==> src/imgsig_pkg.sv <==
// package for the image signature stamp inserter: layout, timing and states
package imgsig_pkg;
  localparam int STAMP_BYTES    = 48;
  localparam int IDX_W          = 6;
  // first stamp byte of each field (zero based: byte 1 is index 0)
  localparam logic [5:0] POS_CYCLE   = 6'h00;
  localparam logic [5:0] POS_FRAME   = 6'h04;
  localparam logic [5:0] POS_TRIG    = 6'h08;
  localparam logic [5:0] POS_LEFT    = 6'h0C;
  localparam logic [5:0] POS_TOP     = 6'h0E;
  localparam logic [5:0] POS_WIDTH   = 6'h10;
  localparam logic [5:0] POS_HEIGHT  = 6'h12;
  localparam logic [5:0] POS_EXPO    = 6'h14;
  localparam logic [5:0] POS_GAIN    = 6'h18;
  localparam logic [5:0] POS_OUTLVL  = 6'h1C;
  localparam logic [5:0] POS_INLVL   = 6'h20;
  localparam logic [5:0] POS_STEP    = 6'h24;
  localparam logic [5:0] POS_FMT     = 6'h26;
  localparam logic [5:0] POS_SERIAL  = 6'h28;
  localparam logic [5:0] POS_USER    = 6'h2C;
  // bus cycle time field layout
  localparam int CYC_OFS_W      = 12;
  localparam int CYC_CNT_W      = 13;
  localparam int CYC_SEC_W      = 7;
  localparam int CYC_CNT_POS    = 12;
  localparam int CYC_SEC_POS    = 25;
  localparam logic [7:0] RSVD_BYTE = 8'h00;
  // per-line state of the inserter
  typedef enum logic [1:0] {IMGSIG_IDLE, IMGSIG_PASS, IMGSIG_STAMP} imgsig_state_type;
endpackage

==> src/imgsig_byte_pick.sv <==
// little-endian byte picker: one byte of a multi-byte field by stamp index
module imgsig_byte_pick
  import imgsig_pkg::*;
#(
  parameter int NBYTES = 4
) (
  // selection
  input  wire logic [IDX_W-1:0]    idx,
  input  wire logic [IDX_W-1:0]    base,
  input  wire logic [8*NBYTES-1:0] field,
  // result
  output logic                     hit,
  output logic [7:0]               byte_out
);
  logic [IDX_W-1:0] rel;
  // low byte sits at the lowest index, so rel selects bits 8*rel upward
  always_comb begin
    rel      = idx - base;
    hit      = (idx >= base) && (rel < IDX_W'(NBYTES));
    byte_out = hit ? field[8*rel +: 8] : 8'h00;
  end
endmodule

==> src/imgsig_inserter.sv <==
// image signature stamp inserter: overwrites the head of one image line
module imgsig_inserter
  import imgsig_pkg::*;
#(
  parameter int SEQ_DEPTH = 16,
  parameter int SEQ_W     = 4
) (
  // clock and reset
  input  wire logic                 sys_clk,
  input  wire logic                 rst_n,
  input  wire logic                 clk_en,
  // control
  input  wire logic                 stamp_enable,
  input  wire logic [15:0]          stamp_line_position,
  input  wire logic                 sequence_mode,
  input  wire logic [7:0]           sequence_step_index,
  // user word table write port
  input  wire logic                 user_word_we,
  input  wire logic [SEQ_W-1:0]     user_word_addr,
  input  wire logic [31:0]          user_word_data,
  // stamp field sources
  input  wire logic [CYC_OFS_W-1:0] cycle_offset,
  input  wire logic [CYC_CNT_W-1:0] cycle_count,
  input  wire logic [CYC_SEC_W-1:0] second_count,
  input  wire logic [31:0]          frame_tally,
  input  wire logic [31:0]          trigger_tally,
  input  wire logic [15:0]          region_left,
  input  wire logic [15:0]          region_top,
  input  wire logic [15:0]          region_width,
  input  wire logic [15:0]          region_height,
  input  wire logic [31:0]          exposure_time,
  input  wire logic [15:0]          gain_setting,
  input  wire logic [31:0]          output_line_level,
  input  wire logic [15:0]          input_line_level,
  input  wire logic [7:0]           pixel_format_code,
  input  wire logic [31:0]          unit_serial_value,
  // sensor pixel stream
  input  wire logic                 in_valid,
  input  wire logic [7:0]           in_data,
  input  wire logic                 in_frame_start,
  input  wire logic                 in_line_start,
  output logic                      in_ready,
  // outgoing image stream
  output logic                      out_valid,
  output logic [7:0]                out_data,
  output logic                      out_frame_start,
  output logic                      out_line_start,
  input  wire logic                 out_ready
);

  // user word per sequence entry; a handful of words, so a plain array
  logic [31:0] user_mem [SEQ_DEPTH];

  always_ff @(posedge sys_clk) begin
    if (clk_en && user_word_we) begin
      user_mem[user_word_addr] <= user_word_data;
    end
  end

  // snapshot of every field; 48 bytes flat, byte 1 in bits 7:0
  logic [8*STAMP_BYTES-1:0] snap_q, snap_d;
  logic [15:0]              target_q, target_d;
  logic [15:0]              row_q, row_d;
  logic [IDX_W-1:0]         idx_q, idx_d;
  imgsig_state_type         state_q, state_d;
  logic                     en_q, en_d;
  logic                     out_valid_q, out_valid_d;
  logic [7:0]               out_data_q, out_data_d;
  logic                     out_fs_q, out_fs_d;
  logic                     out_ls_q, out_ls_d;
  logic [31:0]              cycle_word;
  logic [31:0]              user_sel;
  logic [15:0]              row_now;
  logic                     take;
  logic [7:0]               stamp_byte;

  // cycle word packs seconds over count over offset
  assign cycle_word = {second_count, cycle_count, cycle_offset};
  // active entry's word in sequence mode, entry zero otherwise
  assign user_sel = sequence_mode ? user_mem[sequence_step_index[SEQ_W-1:0]]
                                  : user_mem[0];
  // one-stage pipe: can accept when output slot free or draining
  assign in_ready = !out_valid_q || out_ready;
  assign take     = clk_en && in_valid && in_ready;
  assign row_now  = in_frame_start ? 16'h0000 : (in_line_start ? row_q + 16'h0001 : row_q);
  // snapshot byte for the pixel at idx_q; reserved bytes were zeroed at capture
  assign stamp_byte = snap_q[8*idx_q +: 8];

  // frame capture, row counting and byte substitution
  always_comb begin
    snap_d      = snap_q;
    target_d    = target_q;
    row_d       = row_q;
    idx_d       = idx_q;
    state_d     = state_q;
    en_d        = en_q;
    out_valid_d = out_valid_q;
    out_data_d  = out_data_q;
    out_fs_d    = out_fs_q;
    out_ls_d    = out_ls_q;
    if (clk_en && out_ready) begin
      out_valid_d = 1'b0;
    end
    if (take) begin
      if (in_frame_start) begin
        // all fields frozen at frame start so the stamp is self-consistent
        snap_d = '0;
        snap_d[8*POS_CYCLE  +: 32] = cycle_word;
        snap_d[8*POS_FRAME  +: 32] = frame_tally;
        snap_d[8*POS_TRIG   +: 32] = trigger_tally;
        snap_d[8*POS_LEFT   +: 16] = region_left;
        snap_d[8*POS_TOP    +: 16] = region_top;
        snap_d[8*POS_WIDTH  +: 16] = region_width;
        snap_d[8*POS_HEIGHT +: 16] = region_height;
        snap_d[8*POS_EXPO   +: 32] = exposure_time;
        snap_d[8*POS_GAIN   +: 16] = gain_setting;
        snap_d[8*POS_OUTLVL +: 32] = output_line_level;
        snap_d[8*POS_INLVL  +: 16] = input_line_level;
        snap_d[8*POS_STEP   +: 8]  = sequence_step_index;
        snap_d[8*POS_FMT    +: 8]  = pixel_format_code;
        snap_d[8*POS_SERIAL +: 32] = unit_serial_value;
        snap_d[8*POS_USER   +: 32] = user_sel;
        en_d = stamp_enable;
        // negative position counts back from the region height
        target_d = stamp_line_position[15] ? region_height + stamp_line_position
                                           : stamp_line_position;
      end
      row_d = row_now;
      if (in_frame_start || in_line_start) begin
        idx_d   = '0;
        state_d = ((in_frame_start ? stamp_enable : en_q) &&
                   row_now == (in_frame_start ? (stamp_line_position[15] ?
                   16'(region_height + stamp_line_position) : stamp_line_position)
                   : target_q)) ? IMGSIG_STAMP : IMGSIG_PASS;
      end
      out_valid_d = 1'b1;
      out_fs_d    = in_frame_start;
      out_ls_d    = in_line_start;
      out_data_d  = in_data;
      // stamp replaces the first 48 pixel bytes of the chosen line only
      case (state_d)
        IMGSIG_STAMP: begin
          out_data_d = snap_d[8*idx_d +: 8];
          if (idx_d == IDX_W'(STAMP_BYTES - 1)) begin
            state_d = IMGSIG_PASS;
          end else begin
            idx_d = idx_d + 1'b1;
          end
        end
        IMGSIG_PASS, IMGSIG_IDLE: out_data_d = in_data;
        default: out_data_d = in_data;
      endcase
    end
  end

  // registers for the path above
  always_ff @(posedge sys_clk) begin
    if (!rst_n) begin
      snap_q      <= '0;
      target_q    <= 16'h0000;
      row_q       <= 16'h0000;
      idx_q       <= '0;
      state_q     <= IMGSIG_IDLE;
      en_q        <= 1'b0;
      out_valid_q <= 1'b0;
      out_data_q  <= 8'h00;
      out_fs_q    <= 1'b0;
      out_ls_q    <= 1'b0;
    end else if (clk_en) begin
      snap_q      <= snap_d;
      target_q    <= target_d;
      row_q       <= row_d;
      idx_q       <= idx_d;
      state_q     <= state_d;
      en_q        <= en_d;
      out_valid_q <= out_valid_d;
      out_data_q  <= out_data_d;
      out_fs_q    <= out_fs_d;
      out_ls_q    <= out_ls_d;
    end
  end

  // outputs straight from flip-flops; only in_ready is combinational
  assign out_valid       = out_valid_q;
  assign out_data        = out_data_q;
  assign out_frame_start = out_fs_q;
  assign out_line_start  = out_ls_q;

  // byte picker used as an independent view of the user word placement
  logic       pick_hit;
  logic [7:0] pick_byte;
  imgsig_byte_pick #(.NBYTES(4)) u_pick_user (
    .idx      (idx_q),
    .base     (POS_USER),
    .field    (snap_q[8*POS_USER +: 32]),
    .hit      (pick_hit),
    .byte_out (pick_byte)
  );
endmodule

==> config.mk <==
export PLATFORM = sky130hd
export DESIGN_NAME = imgsig_inserter
export DESIGN_NICKNAME = d
export VERILOG_FILES = /design/src/imgsig_pkg.sv /design/src/imgsig_byte_pick.sv /design/src/imgsig_inserter.sv
export SDC_FILE = /design/constraint.sdc
export NUM_CORES = 2
export LEC_CHECK = 0
export BUFFER_PORTS_ARGS = -buffer_cell sky130_fd_sc_hd__buf_2
export CAP_MARGIN = 20
export CELL_PAD_IN_SITES_DETAIL_PLACEMENT = 1
export CELL_PAD_IN_SITES_GLOBAL_PLACEMENT = 1
export CORE_MARGIN = 5
export CORE_UTILIZATION = 53
export CTS_BUF_LIST = sky130_fd_sc_hd__clkbuf_8
export CTS_CLUSTER_DIAMETER = 100
export DETAILED_ROUTE_END_ITERATION = 8
export PLACE_DENSITY_LB_ADDON = 0.25
export SYNTH_ARGS = -nofsm -noshare
export SYNTH_HDL_FRONTEND = slang
export SYNTH_SLANG_ARGS = --single-unit
==> constraint.sdc <==
create_clock -name sys_clk -period 12.3 [get_ports sys_clk]
set_input_delay 2.46 -clock sys_clk [delete_from_list [all_inputs] [get_ports sys_clk]]
set_output_delay 2.46 -clock sys_clk [all_outputs]
set_load 0.005 [all_outputs]
* Word-level counts from Yosys, hierarchy flattened
Memory sizes are Yosys's and may differ from the RTL's.
Index checks and enable logic that the tools add are counted.
** Storage, ports and cells
- Bits in registers :: 436
- Bits in writable memories :: 512
- Input bits :: 374
- Output and inout port bits :: 12
- Word-level logic and storage cells :: 51
- Memories :: 1
** Operators by class
- Add/sub/neg operators :: 3
- Eq/ne operators :: 3
- Shift-type cells :: 1
- Mux-type cells :: 22
- Reductions and logical operators :: 11
** Memory list
- user_mem :: words 16, width 32, read ports 2, clocked after memory_dff 0, wr ports 1, line imgsig_inserter.sv:52 : logic [31:0] user_mem [SEQ_DEPTH];
** Operators by type and width (count)
- $mux W384 :: 2
- $shiftx A384 B10 Y8 :: 1
- $mux W16 :: 4
- $mux W32 :: 1
- $mux W6 :: 4
- $add A16 B1 Y16 const B :: 1
- $add A16 B16 Y16 :: 1
- $eq A16 B16 Y1 :: 1
- $mux W2 :: 5
- $mux W8 :: 1
- $add A6 B1 Y6 const B :: 1
- $eq A6 B6 Y1 const B :: 1
- $logic_and A1 B1 Y1 :: 5
- $mux W1 :: 5
- $reduce_and A2 Y1 :: 2
- $eq A2 B2 Y1 const B :: 1
- $logic_or A1 B1 Y1 :: 2
- $reduce_bool A2 Y1 :: 1
- $logic_not A1 Y1 :: 1

* Longest topological paths before layout
- Depth in word-level cells :: 10
- Depth in mapped cells :: 14
- Depth with buffers taken out :: 13

* Worst setup path after synthesis
OpenSTA, ideal clock, no wires.
- Kind :: input port to flip-flop
- Start :: input user_word_addr[1]
- End :: memory user_mem[0][0] (enable)
- Setup time :: 461 ps
- Data arrival time :: 5101 ps
- Data required time :: 11839 ps
- Path slack :: 6738 ps
- Cell stages on the path :: 2
- Path buffers :: 0
- Cells stage by stage :: or3_1 nor3_1
** RTL lines
- start: declaration :: line imgsig_inserter.sv:19 : input wire logic [SEQ_W-1:0] user_word_addr,
- end: declaration :: line imgsig_inserter.sv:52
Straight into the memory's write port.

* Final worst setup path
- Start :: input in_frame_start
- End :: register out_data_q[5] (netlist: out_data[5])
** On the way
- Longest elaborated chain between the ends :: 8
- Elaborated cells on any way between the ends :: 16
- Those cells by class :: eq/ne: 2; shift: 1; mux: 11; reduce/logical: 2
** RTL lines
- start: declaration :: line imgsig_inserter.sv:40 : input wire logic in_frame_start,
- parallel branches: the longest is 7 deep, another holds $shiftx A384 B10 Y8
- $mux W8 * :: line imgsig_inserter.sv:141 : case (state_d)
- end signal: assignment :: line imgsig_inserter.sv:177 : out_data_q <= out_data_d;
- end: declaration :: line imgsig_inserter.sv:68 : logic [7:0] out_data_q, out_data_d;
Every way passes the cells marked *. The select of a mux whose other input is x is not followed.
A chain may end at the register's enable or synchronous reset.

==> results by stage <==
Place:
- The number of cells in the design after placement is between 4,000 and 5,000.
- Buffers placed on the I/O ports in this run total about 390.
- Once detailed placement completed, the half-perimeter wirelength came to 81.1 mm.
- The routability congestion estimate is 0.926.
- The minimum setup slack after placement is 5.32 ns.

Setup path:
- The critical path endpoint category is a flop.
- Along the worst path, the maximum fanout reaches 96.
- STA puts the critical path data required time at 13.03 ns.
- For this run, the slowest stage of the critical path takes 0.77 ns.
- The worst reg-to-reg path cell count is 11.
- In this run the worst setup path begins at in_frame_start.
- At the worst endpoint, the arrival time is a little under 7 ns.
- The timing endpoint of the critical path is out_data[5]$_SDFFE_PN0P_.
- STA classifies the critical path startpoint as a primary input.
- The most numerous cell type found on the critical path is nand2_1.
- The worst setup path is of the in2reg kind.
- The critical path's slowest cell is nor4_1.
- The launch point of the worst reg-to-reg path is idx_q[0]$_SDFFE_PN0P_.
- Walking the worst path, the cells encountered are buf_6 -> or3b_4 -> inv_6 -> buf_4 -> nand2_1 -> nand2_1 -> a21oi_1 -> o31a_1 -> nor4_1 -> or4_1 -> mux2i_1 -> o21ai_0.
- The endpoint identified for the worst register-to-register timing path is out_data[5]$_SDFFE_PN0P_.
- The reg-to-reg setup timing slack is 7.77 ns.

Clock tree:
- The clock passes through at most 3 buffers.
- After clock tree synthesis, the flow added hold-fix buffers numbering 0.
- The TritonCTS buffer count is 157.
- After clock tree synthesis, the setup repair step added 0 buffers.
- Clock-pin slew was measured on the worst setup and hold paths at about 0.06 ns.
- The clock tree from TritonCTS is yes.
- Counting every sink on the clock net gives 948.
- At the later pin of the worst-skew pair, clock insertion delay measures 0.84 ns.
- The H-tree was split into 4 levels.
- The clock root buffer is clkbuf_8.
- The post-cts resize count is 0.

Routing:
- The first TritonRoute pass finished after 5 iterations.
- Summed over all layers, the routed wires come to roughly 130 mm.
- The post-route antenna net violation count is 0.
- The wire length per cell is 26.2 µm.
- After the first detailed-routing iteration, the DRC count stood at 2,587.
- The routed via count is between 30,000 and 40,000.
- The number of remaining DRC errors is 0.
- After detailed routing, the number of vias per cell comes to 6.12.

Yosys:
- The most frequently used cell type in the post-synthesis netlist is nand2_1.
- Counting flops and latches in the post-synthesis netlist gives 948.
- After synthesis, the cell types taking the most area are edfxtp_1 (38%), dfxtp_1 (22%), mux4_2 (9.5%).
- The number of library cell types mapped by synthesis is 67.
- Of all flip-flops after synthesis, the portion carrying an async set or reset was 0%.
- Counting instances in the post-synthesis netlist gives the leading cell types as nand2_1 (789), edfxtp_1 (512), a21oi_1 (486), dfxtp_1 (436), clkbuf_1 (226).
- The fraction of synthesized cell area in xor and xnor cells is 0.780%.
- The top flip-flop cell by instance count after synthesis is edfxtp_1.
- The post-synthesis mux area share is between 10% and 20%.
- The post-synthesis compound-gate area fraction is 10.9%.
- The number of enable flip-flop cells after synthesis is 512.
- The post-synthesis simple-gate area fraction is 11.8%.
- The share of the synthesized area in the top cell type is 38.0%.
- The biggest area consumer among synthesized cells is edfxtp_1.
- The synthesized netlist devotes 0.575% of its cell area to adder and majority cells.
- The net count after synthesis is about 3,900.
- The sequential cell area fraction in the yosys report is between 50% and 60%.
- In this run the cell area of the synthesized design comes to around 40,000 µm².
- The main combinational cell family by area after synthesis is multiplexers.
- After technology mapping, the gate count stands at 3,539.
- The Yosys step of the flow raised 0 warnings.
- The average instance in the mapped netlist occupies 11.4 µm².

STA:
- At the pin with the least slew margin, the transition time is 1.18 ns.
- For the final routed database, the setup TNS stands at 0 ns.
- After layout, the worst path uses 48.9% of the clock period.
- The final number of max-transition violations was 0.
- Headroom to the max-slew limit came out at 21.5%.
- Setup repair after global routing left no endpoint under its margin.
- Setup violations remaining at the end of the flow were counted as 0.
- The setup clock skew after layout is 0.0556 ns.
- The final-report hold violation count is 0.
- Across all setup checks in the final design, the least slack found is 6.29 ns.
- The smallest clock period supported by the final layout is computed as 6.01 ns.
- The maximum clock rate is 0.166 GHz.

Floorplan:
- After floorplanning, the core was sized to cover 75,800 µm².
- The area of the die is 81,900 µm².
- The number of placement rows is between 100 and 150.
- The die extent in y is 286 µm.
- In this run the count of I/O pins placed on the die edge is 386.
- The initial cell density of the core is 53.3%.
- The overall die width is 286 µm.

Power and ir drop:
- The final total power is 0.00660 W.
- The leakage power is 16.4 nW.
- IR analysis of the VDD net gives a maximum drop of between 100 and 150 µV.
- For this design the ratio of total power to cell area is 143 nW/µm².

GRT:
- For this run, the total global-route usage over all layers was measured as a little under a third.
- The wire length of the first global-routing pass is between 150 and 200 mm.
- After global routing the overflow that remains totals 0.
- The largest net degree at the start of global routing is 203.
- The initial antenna violation count is 19.
- The number of global-route vias before repair came to 31,200.

Worst hold path:
- The worst hold path belongs to the class reg2reg.
- The hold path startpoint is snap_q[111]$_SDFFE_PN0P_.

Layout:
- Cells with a size suffix above 1 make up 22.1% of the layout.
- The filler cells instantiated in the layout total 8,002.
- Across the whole layout, storage elements account for 24,100 µm².
- The area growth from synthesis to layout is 14.0%.
- In the final design database the tool counted 4,247 nets.
- The area taken by multi-input logic gates is 15,400 µm².
- The final standard cell count with taps included and fillers excluded is 4,963.

Outcome:
- The flow ran to the end, and the final reports show no timing, DRC or antenna violations.

Flow run:
- The tool flagged a number of max-cap violations equal to 0.
metrics by stage:
step	cell area (µm²)	utilization [%]	hold slack, ns
5_1_grt	46100	60.8	0.469
4_1_cts	46000	60.7	0.454
2_1_floorplan	40400	-	0.432
3_3_place_gp	43100	56.8	0.438
3_5_place_dp	43100	56.8	0.447
6_report	46100	60.8	0.452
where the power goes:
part           switching, W  leakage, nW  internal (W)
clock network       0.00132         1.74       0.00133
registers         0.0000332         8.15       0.00340
logic              0.000318         6.53      0.000199
total               0.00168         16.4       0.00493
sequential cells by signal (all words and copies together) (netlist names), named ones only:
signal and count:
out_frame_start 1, snap_q 384, idx_q 6, target_q 16, en_q 1, out_data 8
out_valid 1, row_q 16, user_mem 512, state_q 1, out_line_start 1
layout make-up:
| class | count | area share (%) |
|---|---|---|
| timing repair buffer | 432 | 5.08 |
| clock buffer | 170 | 5.08 |
| sequential | 948 | 52.3 |
| multi-input combinational | 2301 | 33.4 |
| tap | 978 | 2.65 |
| clock inverter | 108 | 1.32 |
| inverter | 15 | 0.149 |
| antenna | 11 | 0.0597 |
cells in the final DEF (no fill, tap or decap), types with 6 or more instances in the layout:
| master | Yosys | final |
|---|---|---|
| nand4_1 | 10 | 10 |
| a21o_1 | 7 | 7 |
| clkbuf_8 | 0 | 171 |
| o21ai_0 | 70 | 70 |
| nor3_1 | 36 | 32 |
| xor2_1 | 14 | 14 |
| and2_1 | 7 | 7 |
| o221ai_1 | 6 | 6 |
| mux4_2 | 171 | 171 |
| nand2b_1 | 8 | 8 |
| inv_1 | 13 | 76 |
| nand2_1 | 789 | 787 |
| nor2_4 | 0 | 14 |
| o31a_1 | 6 | 6 |
| clkinv_1 | 1 | 15 |
| a21oi_1 | 486 | 486 |
| o22ai_1 | 19 | 19 |
| o31ai_1 | 7 | 7 |
| o211ai_1 | 24 | 24 |
| a211oi_1 | 80 | 80 |
| or4_1 | 7 | 7 |
| nor4_1 | 13 | 13 |
| ha_1 | 17 | 17 |
| dfxtp_1 | 436 | 433 |
| clkinv_2 | 0 | 12 |
| and3_1 | 64 | 64 |
| or3_1 | 7 | 7 |
| edfxtp_1 | 512 | 512 |
| diode_2 | 0 | 11 |
| a31oi_1 | 10 | 10 |
| mux2i_1 | 120 | 120 |
| mux2_2 | 37 | 37 |
| buf_2 | 17 | 382 |
| nand3_1 | 32 | 31 |
| xnor2_1 | 22 | 22 |
| buf_4 | 0 | 45 |
| nor2_1 | 165 | 151 |
kinds of logic after synthesis:
| logic type | after synthesis |
|---|---|
| XOR/XNOR | 36 |
| buffers and inverters | 290 |
| AO/OA/AOI/OAI | 764 |
| flip-flops | 948 |
| multiplexers | 328 |
| AND/OR/NAND/NOR | 1155 |
| adder cells (fa/ha/maj) | 18 |
per-layer routing:
layer | share of wire (%) | track usage, %
met5 | 0.099 | 0
met4 | 4.4 | 13.8
met3 | 7.7 | 7.52
met2 | 49 | 51.2
met1 | 39 | 38.5
critical path: cells and delay by family:
family / cells / cell delay, ns
buf+inv: 3 / 1.67
mux: 1 / 0.06
simple gates: 5 / 1.86
compound gates: 3 / 0.52
how the worst min path moves through the flow:
stage / to / slack (ns) / cells after the start
2_1_floorplan: snap_q[20]$_SDFFE_PN0P_ / 0.43 / 2
3_3_place_gp: snap_q[45]$_SDFFE_PN0P_ / 0.44 / 2
3_5_place_dp: snap_q[2]$_SDFFE_PN0P_ / 0.45 / 2
4_1_cts: snap_q[2]$_SDFFE_PN0P_ / 0.45 / 2
5_1_grt: snap_q[201]$_SDFFE_PN0P_ / 0.47 / 2
6_report: snap_q[111]$_SDFFE_PN0P_ / 0.45 / 2
No activity file was read; power rests on OpenSTA's default activity.
